### src/rtl/gpc_cfg_defs.vh
// Constants for the startup configuration block.
// Assumes inclusion by bare name from design files under rtl/.
`ifndef GPC_CFG_DEFS_VH
`define GPC_CFG_DEFS_VH
`define GPC_ADDR_W          5
`define GPC_ADDR_MAX        5'h1e
`define GPC_SW_W            7
`define GPC_SW_ADDR_LSB     0
`define GPC_SW_ADDR_MSB     4
`define GPC_SW_REQ_BIT      5
`define GPC_SW_REM_BIT      6
`define GPC_SW_ON           1'b1
`define GPC_REQ_ENABLED     1'b0
`define GPC_REM_REMOTE      1'b0
`define GPC_SETTLE_NS       1000
`define GPC_CLK_NS          20
`define GPC_SETTLE_CYC      ((`GPC_SETTLE_NS + `GPC_CLK_NS - 1) / `GPC_CLK_NS)
`define GPC_ST_IDLE         2'h0
`define GPC_ST_SETTLE       2'h1
`define GPC_ST_RUN          2'h2
`endif

### src/rtl/gpc_startup_cfg.v
// Startup configuration: bus address, power-on request and remote startup.
// Assumes rst is the power-on reset and reinit marks recovery from a supply dip.
//
// How it works
// The bus address is the five address switches, msb switch on top and lsb switch at bit 0.
// The installer sets an address of 0 to 30 only; all-ones is flagged as invalid here.
// A closed switch reads as one and an open switch as zero.
// The installer gives each bus device, and the controller, a distinct address.
// With the option enabled a service request is raised after power-up and after re-init.
// The request indicator lights whenever the power-on request has been raised.
// A serial poll withdraws the request and turns off the request indicator.
// Request option switch zero enables the power-on request, one disables it.
// A startup switch chooses remote or local control at power-up.
// With remote startup the remote indicator lights before any bus traffic is allowed.
// Startup switch zero selects remote, one selects local.
// Switches are sampled once on leaving reset or re-init and then held.
`include "gpc_cfg_defs.vh"
`default_nettype none
module gpc_startup_cfg #(
    parameter SETTLE_CYC = `GPC_SETTLE_CYC
) (
    input  wire                    clock,
    input  wire                    rst,
    input  wire                    reinit,
    input  wire [`GPC_SW_W-1:0]    rear_switch_bank,
    input  wire                    serial_poll,
    output reg  [`GPC_ADDR_W-1:0]  bus_addr,
    output reg                     addr_invalid,
    output reg                     power_on_request_enable,
    output reg                     startup_remote_select,
    output reg                     service_request,
    output reg                     request_indicator,
    output reg                     remote_indicator,
    output reg                     config_ready
);
    reg [1:0]  state_reg;
    reg [1:0]  state_next;
    reg [15:0] cnt_reg;
    wire       load;
    wire [`GPC_SW_W-1:0] sw_q;

    // Sample at the end of settle so switch contacts seen right after reset are ignored
    assign load = (state_reg == `GPC_ST_SETTLE) && (cnt_reg == 16'h0000);

    gpc_sw_latch #(.W(`GPC_SW_W)) u_latch (
        .clock (clock),
        .rst   (rst),
        .load  (load),
        .sw_in (rear_switch_bank),
        .sw_q  (sw_q)
    );

    always @* begin
        state_next = state_reg;
        case (state_reg)
            `GPC_ST_IDLE:   state_next = `GPC_ST_SETTLE;
            `GPC_ST_SETTLE: if (cnt_reg == 16'h0000) state_next = `GPC_ST_RUN;
            `GPC_ST_RUN:    if (reinit) state_next = `GPC_ST_SETTLE;
            default:        state_next = `GPC_ST_IDLE;
        endcase
    end

    always @(posedge clock or posedge rst) begin
        if (rst) begin
            state_reg <= `GPC_ST_IDLE;
            cnt_reg   <= 16'h0000;
        end else begin
            state_reg <= state_next;
            if (state_reg != `GPC_ST_SETTLE && state_next == `GPC_ST_SETTLE) begin
                cnt_reg <= SETTLE_CYC[15:0] - 16'h0001;
            end else if (cnt_reg != 16'h0000) begin
                cnt_reg <= cnt_reg - 16'h0001;
            end
        end
    end

    // Fields are decoded from the held copy, so they stay stable between samples
    wire [`GPC_ADDR_W-1:0] addr_w = sw_q[`GPC_SW_ADDR_MSB:`GPC_SW_ADDR_LSB];
    wire req_en_w = (sw_q[`GPC_SW_REQ_BIT] == `GPC_REQ_ENABLED);
    wire remote_w = (sw_q[`GPC_SW_REM_BIT] == `GPC_REM_REMOTE);
    reg  load_d;

    always @(posedge clock or posedge rst) begin
        if (rst) begin
            load_d                  <= 1'b0;
            bus_addr                <= 5'h00;
            addr_invalid            <= 1'b0;
            power_on_request_enable <= 1'b0;
            startup_remote_select   <= 1'b0;
            service_request         <= 1'b0;
            request_indicator       <= 1'b0;
            remote_indicator        <= 1'b0;
            config_ready            <= 1'b0;
        end else begin
            load_d <= load;
            if (load_d) begin
                bus_addr                <= addr_w;
                addr_invalid            <= (addr_w > `GPC_ADDR_MAX);
                power_on_request_enable <= req_en_w;
                startup_remote_select   <= remote_w;
                // Indicator set with the fields, so it is lit once ready allows bus traffic
                remote_indicator        <= remote_w;
            end
            config_ready <= load_d || (config_ready && !(state_reg == `GPC_ST_RUN && reinit));
            // Request raised on each power-up or re-init when enabled; a poll in the same cycle loses
            // to the new request so the event is not dropped
            if (load_d && req_en_w) begin
                service_request   <= 1'b1;
                request_indicator <= 1'b1;
            end else if (serial_poll) begin
                service_request   <= 1'b0;
                request_indicator <= 1'b0;
            end
        end
    end
endmodule
`default_nettype wire

### src/rtl/gpc_sw_latch.v
// Switch capture: samples the rear switch bank once on a load strobe.
// Assumes switch levels are already synchronous and debounced upstream.
`include "gpc_cfg_defs.vh"
`default_nettype none
module gpc_sw_latch #(
    parameter W = `GPC_SW_W
) (
    input  wire         clock,
    input  wire         rst,
    input  wire         load,
    input  wire [W-1:0] sw_in,
    output wire [W-1:0] sw_q
);
    genvar i;
    generate
        for (i = 0; i < W; i = i + 1) begin : g_bit
            // One flop per switch keeps each bit of the bus with a single driver
            reg bit_reg;
            always @(posedge clock or posedge rst) begin
                if (rst) begin
                    bit_reg <= 1'b0;
                end else if (load) begin
                    // Closed switch reads one, open reads zero
                    bit_reg <= (sw_in[i] == `GPC_SW_ON);
                end
            end
            assign sw_q[i] = bit_reg;
        end
    endgenerate
endmodule
`default_nettype wire

### config.mk
export PLATFORM = sky130hd
export DESIGN_NAME = gpc_startup_cfg
export DESIGN_NICKNAME = d
export VERILOG_FILES = /design/src/rtl/gpc_startup_cfg.v /design/src/rtl/gpc_sw_latch.v
export VERILOG_INCLUDE_DIRS = /design/src /design/src/rtl
export SDC_FILE = /design/constraint.sdc
export NUM_CORES = 1
export LEC_CHECK = 0
export BUFFER_PORTS_ARGS = -buffer_cell sky130_fd_sc_hd__buf_4
export CAP_MARGIN = 10
export CORE_MARGIN = 2
export CORE_UTILIZATION = 30
export CTS_CLUSTER_DIAMETER = 40
export DETAILED_ROUTE_END_ITERATION = 8
export PLACE_DENSITY = 0.46
export SETUP_SLACK_MARGIN = 0.05
export SYNTH_ARGS = -nofsm -noshare
export SYNTH_HDL_FRONTEND = slang
export SYNTH_SLANG_ARGS = --single-unit
### constraint.sdc
create_clock -name clock -period 5.05 [get_ports clock]
set_clock_uncertainty 0.2 [all_clocks]
set_input_delay 1.01 -clock clock [delete_from_list [all_inputs] [get_ports clock]]
set_output_delay 1.01 -clock clock [all_outputs]
set_load 0.02 [all_outputs]
Yosys cells after proc, flatten, opt, wreduce, memory -nomap -nowiden
Index checks and enable logic that the tools add are counted.
{"block": "word_totals", "reg_bits": 36, "latch_bits": 0, "mem_bits_rw": 0, "rom_bits": 0, "input_bits": 11, "output_inout_bits": 12, "word_cells": 43, "n_memories": 0}
{"block": "classes", "n_addsub": 1, "n_mul": 0, "n_div": 0, "n_lt_le_gt_ge": 1, "eq_ne": 4, "shift": 0, "muxes": 7, "bitwise": 2, "n_reduce_logical": 12}
{"cell": "$mux 16", "count": 2}
{"cell": "$logic_not 16->1", "count": 1}
{"cell": "$reduce_bool 16->1", "count": 1}
{"cell": "$sub 16x1->16 const B", "count": 1}
{"cell": "$pmux 2 s3", "count": 1}
{"cell": "$gt 5x5->1 const B", "count": 1}
{"cell": "$logic_and 1x1->1", "count": 5}
{"cell": "$eq 2x1->1 const B", "count": 2}
{"cell": "$mux 2", "count": 2}
{"cell": "$reduce_bool 2->1", "count": 2}
{"cell": "$eq 2x2->1 const B", "count": 1}
{"cell": "$logic_not 2->1", "count": 1}
{"cell": "$mux 1", "count": 2}
{"cell": "$ne 2x1->1 const B", "count": 1}
{"cell": "$not 1->1", "count": 2}
{"cell": "$logic_not 1->1", "count": 1}
{"cell": "$logic_or 1x1->1", "count": 1}

Logic depth before layout (Yosys ltp)
Gate-level depths: netlist of the first run.
{"block": "logic_depth", "depth_word": 6, "mapped_depth": 6, "depth_no_buf": 6}

Hierarchy
From an unflattened synthesis of the first run, not the netlist that was laid out.
{"block": "unflattened", "hier_cells": 163, "area_unflattened_um2": 1767.9}
{"mod": "gpc_startup_cfg", "n_inst": 1, "cells_each": 140, "area_per_inst_um2": 1420.1, "seq_area_each_um2": 725.7}
{"mod": "gpc_sw_latch", "n_inst": 1, "cells_each": 23, "area_per_inst_um2": 347.8, "seq_area_each_um2": 175.2}

Worst setup path after synthesis of the first run
OpenSTA, ideal clock, no wires.
{"block": "synth_timing", "kind": "register -> register", "startpoint": "register cnt_reg[0]", "endpoint": "register u_latch.g_bit[0].bit_reg", "setup_time_ns": 0.125, "t_arrival_ns": 1.947, "required_time_ns": 4.725, "path_slack_ns": 2.778, "path_stages_with_launch": 7, "n_path_buf": 0, "synth_period_minus_slack_ns": 2.272, "path_cell_list": "dfrtp_1 inv_1 ha_1 nor3b_2 nand2_1 nor4_4 mux2_2"}
{"block": "synth_between", "elab_chain_cells": 2}
{"element": "from (decl)", "line_no": "gpc_startup_cfg.v:38", "text": "reg [15:0] cnt_reg;"}
{"element": "from (signal assigned)", "line_no": "gpc_startup_cfg.v:70", "text": "cnt_reg <= SETTLE_CYC[15:0] - 16'h0001;"}
{"element": "from (signal assigned)", "line_no": "gpc_startup_cfg.v:72", "text": "cnt_reg <= cnt_reg - 16'h0001;"}
{"element": "$logic_not 16->1", "line_no": "gpc_startup_cfg.v:43", "text": "assign load = (state_reg == `GPC_ST_SETTLE) && (cnt_reg == 16'h0000);"}
{"element": "$logic_and 1x1->1", "line_no": "gpc_startup_cfg.v:43"}
{"element": "named net load", "line_no": "gpc_startup_cfg.v:39", "text": "wire load;"}
{"element": "to (signal assigned)", "line_no": "gpc_sw_latch.v:24", "text": "bit_reg <= (sw_in[i] == `GPC_SW_ON);"}
{"element": "to (decl)", "line_no": "gpc_sw_latch.v:18", "text": "reg bit_reg;"}
The timed path passes the listed nets, and every way through them passes these cells.
A chain may end at the register's enable or synchronous reset.

Worst setup path after layout of the first run
{"block": "layout_timing", "startpoint": "register cnt_reg[0]", "endpoint": "register u_latch.g_bit[5].bit_reg"}
{"block": "layout_between", "elab_chain_cells": 2}
{"element": "$logic_not 16->1", "line_no": "gpc_startup_cfg.v:43"}
{"element": "$logic_and 1x1->1", "line_no": "gpc_startup_cfg.v:43"}
{"element": "named net load", "line_no": "gpc_startup_cfg.v:39"}
{"element": "to (signal assigned)", "line_no": "gpc_sw_latch.v:24"}
{"element": "to (decl)", "line_no": "gpc_sw_latch.v:18"}
The timed path passes the listed nets, and every way through them passes these cells.

==> results of run 1 <==
## power by group through the flow
stage	sequential, mW	combinational, mW	clock [mW]
CTS	0.288	0.0128	0.211
finish	0.288	0.0122	0.202
global placement	0.294	0.0126	0
floorplan	0.294	0.00433	0
global route	0.288	0.0141	0.226
detailed placement	0.294	0.0129	0
## cell usage after synthesis, types with 2 or more instances
library cell,number
o31ai_1,3
mux2_2,11
a21o_1,3
nand3_1,6
inv_1,12
or3_1,4
nand2_1,5
o211ai_1,2
nand4_1,3
buf_4,2
a21oi_1,8
clkbuf_1,2
dfrtp_1,36
nor4_4,2
o21ai_0,9
a31oi_1,3
or4_1,2
nor4_1,2
mux2i_1,3
nor3_1,2
nor2_1,13
a41o_1,2
## cells by family (layout without fill, tap and decap cells)
group,Yosys count,after routing,share of synthesized area [%]
AO/OA/AOI/OAI,37,37,13.9
adder cells (fa/ha/maj),1,1,0.730
buffers and inverters,17,43,4.16
flip-flops,36,36,52.6
multiplexers,15,15,9.64
AND/OR/NAND/NOR,49,49,19.0
## metrics by stage
| step | std cells | power (mW) | worst slack, ns |
|---|---|---|---|
| 4_1_cts | 253 | 0.511 | 2.33 |
| 3_3_place_gp | 245 | 0.306 | 2.48 |
| 6_report | 253 | 0.503 | 2.38 |
| 2_1_floorplan | 155 | 0.298 | 2.78 |
| 3_5_place_dp | 245 | 0.307 | 2.34 |
| 5_1_grt | 253 | 0.528 | 2.13 |
## area by class of cell
class | count | area, um2 | share of cell area (%)
sequential | 36 | 901 | 44.2
multi-input combinational | 102 | 742 | 36.4
timing repair buffer | 23 | 173 | 8.47
tap | 72 | 90.1 | 4.42
clock buffer | 5 | 68.8 | 3.38
inverter | 12 | 45.0 | 2.21
clock inverter | 3 | 18.8 | 0.921
## critical path: cells and delay by family (launching register included)
kind	cells	cell delay, ns
simple gates	3	1.28
mux	1	0.40
flops	1	0.38
fa+ha+maj	1	0.21
buf+inv	1	0.08
## final timing paths
kind                                            endpoint  slack [ns]  depth (start not counted)
worst max-delay path            u_latch.g_bit[5].bit_reg        2.38                          6
max in group asynchronous                    cnt_reg[15]        3.70                          3
worst max register to register  u_latch.g_bit[5].bit_reg        2.38                          6
min in group asynchronous                    bus_addr[2]        0.63                          3
worst min register to register          remote_indicator        0.26                          1
worst min-delay path                    remote_indicator        0.26                          1
## per-layer routing
metal,vias to the layer above,GRT usage [%]
li1,621,-
met1,636,15.3
met2,20,21.1
met3,4,4.52
met4,0,4.31
met5,-,0
==> impl_metrics.json, run 1 <==
{
  "outcome": "finished clean",
  "critPathRequiredTime_ns": 5.03,
  "path_cells": "inv_1 -> ha_1 -> nor3b_2 -> nand2_1 -> nor4_4 -> mux2_2",
  "async_reset_ff_share_pct": 100,
  "cts.path.max_buffers": 2,
  "wl_met3_um": 142,
  "drt-met1-wl_um": 1580,
  "synth_seq_area_share_pct": 52.6,
  "worst_pin_slew_ns": 0.904,
  "area.growth.synth_to_final_pct": 18.9,
  "p_int_mw": 0.390,
  "final_common_cell": "dfrtp_1",
  "switching_share_pct": 22.5,
  "period_share_pct": 52.9,
  "grt_pass1_vias": 1334,
  "hpwl_um": 2470,
  "core.rowCount": 27,
  "p_leak_nw": 0.972,
  "critical_path_class": "register to register",
  "max_cap_viol_count": 0,
  "dpl_cell_area_mm2": 0.00195,
  "report.final.slew_viol_count": 0,
  "ioPinCount": 23,
  "htree_levels": 2,
  "vias": 1281,
  "synth_top_area_share_pct": 52.6,
  "wirelength_um": 3490,
  "diodes": 0,
  "antenna_left": 0,
  "core_area_mm2": 0.00551,
  "p_switching_mw": 0.113,
  "yosysWarnings": 0,
  "die_h_um": 79.6,
  "final_core_util_pct": 37.0,
  "drtIter0Drc": 50,
  "finalHoldViolCount": 0,
  "port_buffers": 22,
  "worstSetupStartpointType": "register",
  "setup_viol_count_final": 0,
  "start_util_pct": 31.1,
  "firstDrtPassIters": 4,
  "fill_cells": 549,
  "grt_max_degree": 37,
  "nNetsFinal": 192,
  "arrival_ns": 2.65,
  "ir_drop_uv": 120,
  "viasPerCell": 5.06,
  "startpoint": "cnt_reg[0]",
  "top_layer": "met4",
  "fin_area_mm2": 0.00204,
  "r2r_start": "cnt_reg[0]",
  "largest_register_ff_count": 16,
  "synth.largest_area_cell": "dfrtp_1",
  "min_path_type": "register to register",
  "final.min_clock_period_ns": 2.67,
  "antenna_found_initial": 0,
  "clk_latency_ns": 0.29,
  "yosys-top-cells-area": "dfrtp_1, mux2_2, nor2_1, o21ai_0, inv_1",
  "synth_seq_cells": 36,
  "drc": 0,
  "tritoncts": "yes",
  "maxSlewHeadroom_pct": 39.5,
  "holdWs_ns": 0.256,
  "routabilityCongestion": 0.787,
  "holdCritStartpoint": "u_latch.g_bit[6].bit_reg",
  "chipWidth_um": 79.6,
  "synth_cell_types": 42,
  "clock-sinks": 36,
  "slowest_delay_ns": 0.55,
  "overflow": 0,
  "synth.cell_area_mm2": 0.00171,
  "synth_edf_count": 0,
  "endpoint_kind": "register",
  "rsz0062_at_grt": "no",
  "cts_resized": 0,
  "p_seq_share_pct": 57.3,
  "clock_power_share_pct": 40.3,
  "die_area_mm2": 0.00633,
  "wl_met2_um": 1750,
  "worstPathMaxFanout": 10,
  "syn_inst": 155,
  "p_per_area_mw_per_mm2": 247,
  "hold_buffers": 0,
  "clock-root-buffer": "clkbuf_8",
  "comb_power_share_pct": 2.4,
  "fmax_mhz": 374,
  "final_cell_mix": "dfrtp_1, buf_4, nor2_1, inv_1, mux2_2",
  "clk_pin_slew_worst_paths_ns": 0.08,
  "grt_use_total_pct": 12.7,
  "syn_area_per_cell_um2": 11.1,
  "avgRoutedWirePerCell_um": 13.8,
  "synth_ff_type": "dfrtp_1",
  "cp_slowest_cell": "nor4_4",
  "grt_pass1_wl_um": 6240,
  "syn_nets": 167,
  "postCtsSetupBuffers": 0,
  "numCtsBuffers": 5,
  "drive_gt1_share_pct": 26.5,
  "fin_tns_setup_ns": 0
}
No activity file was read; power rests on OpenSTA's default activity.
==> run 2: changes to the inputs <==
--- a/config.mk
+++ b/config.mk
@@ -6,6 +6,7 @@
 export SDC_FILE = /design/constraint.sdc
 export NUM_CORES = 1
 export LEC_CHECK = 0
+export ABC_AREA = 1
 export BUFFER_PORTS_ARGS = -buffer_cell sky130_fd_sc_hd__buf_4
 export CAP_MARGIN = 10
 export CORE_MARGIN = 2
==> constraint.sdc (replaced) <==
create_clock -name clock -period 2.67 [get_ports clock]
set_clock_uncertainty 0.2 [all_clocks]
set_input_delay 0.534 -clock clock [delete_from_list [all_inputs] [get_ports clock]]
set_output_delay 0.534 -clock clock [all_outputs]
set_load 0.02 [all_outputs]
==> run 2 against run 1 <==
Wire length up 7.4%. Cell area up 3.9%. Highest routed layer unchanged. Largest power group unchanged. Die area up 3.3%. Utilization down 0.61 points. Critical endpoint is now cnt_reg[1]. Total power up 110%.
==> impl_metrics.json, run 2 <==
{
  "syn_area_per_cell_um2": 7.78,
  "area.growth.synth_to_final_pct": 19.3,
  "synth_seq_area_share_pct": 50.8,
  "diodes": 0,
  "min_path_type": "input port to asynchronous set/reset pin",
  "synth.largest_area_cell": "dfrtp_1",
  "hpwl_um": 2680,
  "routabilityCongestion": 0.754,
  "die_h_um": 80.9,
  "tritoncts": "yes",
  "synth.top_cells.by_count": "nand2_1, dfrtp_1, nor2_1, inv_1, nand3_1",
  "drive_gt1_share_pct": 18.9,
  "port_buffers": 22,
  "viasPerCell": 4.35,
  "syn_nets": 240,
  "postCtsSetupBuffers": 0,
  "synth_edf_count": 0,
  "holdWs_ns": 0.159,
  "final_common_cell": "nand2_1",
  "antenna_left": 0,
  "yosys-top-cells-area": "dfrtp_1, nand2_1, nor2_1, nand3_1, inv_1",
  "grt_use_total_pct": 13.0,
  "cts_resized": 0,
  "arrival_ns": 1.90,
  "wirelength_um": 3750,
  "rsz0062_at_grt": "no",
  "worstPathMaxFanout": 11,
  "clock-sinks": 36,
  "avgRoutedWirePerCell_um": 11.4,
  "drtIter0Drc": 61,
  "cts.path.max_buffers": 2,
  "final_cell_mix": "nand2_1, dfrtp_1, nor2_1, buf_4, inv_1",
  "chipWidth_um": 80.9,
  "numPlacedInstances": 321,
  "endpoint_kind": "register",
  "htree_levels": 2,
  "clk_pin_slew_worst_paths_ns": 0.08,
  "start_util_pct": 30.5,
  "setup_viol_count_final": 0,
  "fmax_mhz": 529,
  "async_reset_ff_share_pct": 100,
  "max_cap_viol_count": 0,
  "maxSlewHeadroom_pct": 68.3,
  "fin_area_mm2": 0.00212,
  "nNetsFinal": 265,
  "fin_tns_setup_ns": 0,
  "critPathRequiredTime_ns": 2.68,
  "synth.cell_area_mm2": 0.00177,
  "fin_cells": 329,
  "yosysWarnings": 0,
  "outcome": "finished clean",
  "worst_pin_slew_ns": 0.474,
  "core_area_mm2": 0.00582,
  "report.final.slew_viol_count": 0,
  "overflow": 0,
  "period_share_pct": 70.7,
  "grt_max_degree": 37,
  "grt_pass1_wl_um": 6470,
  "die_area_mm2": 0.00654,
  "synth_ff_type": "dfrtp_1",
  "worstSetupStartpointType": "register",
  "p_leak_nw": 1.15,
  "synth_cell_types": 24,
  "synth_seq_cells": 36,
  "clock-root-buffer": "clkbuf_8",
  "final_core_util_pct": 36.4,
  "antenna_found_initial": 0,
  "drc": 0,
  "hold_buffers": 0,
  "core.rowCount": 28,
  "final.min_clock_period_ns": 1.89,
  "grt_pass1_vias": 1368,
  "ir_drop_uv": 238,
  "syn_inst": 228,
  "ioPinCount": 23,
  "p_per_area_mw_per_mm2": 497,
  "clk_latency_ns": 0.29,
  "finalHoldViolCount": 0,
  "dpl_cell_area_mm2": 0.00201,
  "synth.most_common_cell": "nand2_1",
  "firstDrtPassIters": 4,
  "synth_top_area_share_pct": 50.8,
  "critical_path_class": "register to register",
  "numCtsBuffers": 5,
  "vias": 1432,
  "largest_register_ff_count": 16
}
-- run 2: layout make-up --
type                            instances  area, um2
Clock buffer                            5       68.8
Clock inverter                          3       42.5
Fill cell                             628       3700
Inverter                               23       91.3
Multi-Input combinational cell        164        747
Sequential cell                        36        901
Tap cell                               75       93.8
Timing Repair Buffer                   23        173
-- run 2: stage by stage --
stage,setup WS [ns],power (mW)
6_report,0.781,1.05
3_5_place_dp,0.759,0.580
5_1_grt,0.620,1.10
2_1_floorplan,1.00,0.564
4_1_cts,0.747,1.07
3_3_place_gp,0.799,0.581
-- run 2: cell families (layout without fill, tap and decap cells) --
family / count (synthesis) / after routing / synth area share [%]
compound gates: 12 / 12 / 3.74
xor+xnor: 1 / 1 / 0.494
fa+ha+maj: 1 / 1 / 0.705
buf+inv: 28 / 54 / 7.12
flops: 36 / 36 / 50.8
simple gates: 150 / 150 / 37.2
-- run 2: worst paths after layout --
kind / depth (start not counted) / slack [ns] / to / from
max in group asynchronous: 3 / 1.77 / cnt_reg[13] / rst
worst min-delay path: 3 / 0.16 / bus_addr[4] / rst
worst min register to register: 1 / 0.26 / remote_indicator / u_latch.g_bit[6].bit_reg
worst max-delay path: 8 / 0.78 / cnt_reg[1] / cnt_reg[0]
worst max register to register: 8 / 0.78 / cnt_reg[1] / cnt_reg[0]
min in group clock: 3 / 0.24 / u_latch.g_bit[2].bit_reg / rear_switch_bank[2]
-- run 2: critical path, cell delays in order (launching register included) --
cell,delay [ns]
dfrtp_1,0.41
inv_1,0.14
ha_1,0.28
nand2_2,0.13
nor2_4,0.16
nand2_4,0.09
nor2_4,0.25
nand2_1,0.08
o21ai_0,0.07
-- run 2: report_power, final --
group	total, mW	internal (mW)	switching, mW	leakage [nW]
Clock	0.483	0.277	0.206	0.0541
Combinational	0.0236	0.0103	0.0133	0.648
Sequential	0.545	0.545	0.0000000000000000548	0.452
Total	1.05	0.831	0.220	1.15
-- run 2: layer usage --
metal  vias up  part of all wire [%]  GRT usage [%]
li1        754                     -              -
met1       650                    51           18.5
met5         -                     0              0
met4         0                   1.3           3.22
met3         4                   3.1           4.11
met2        24                    45           19.2
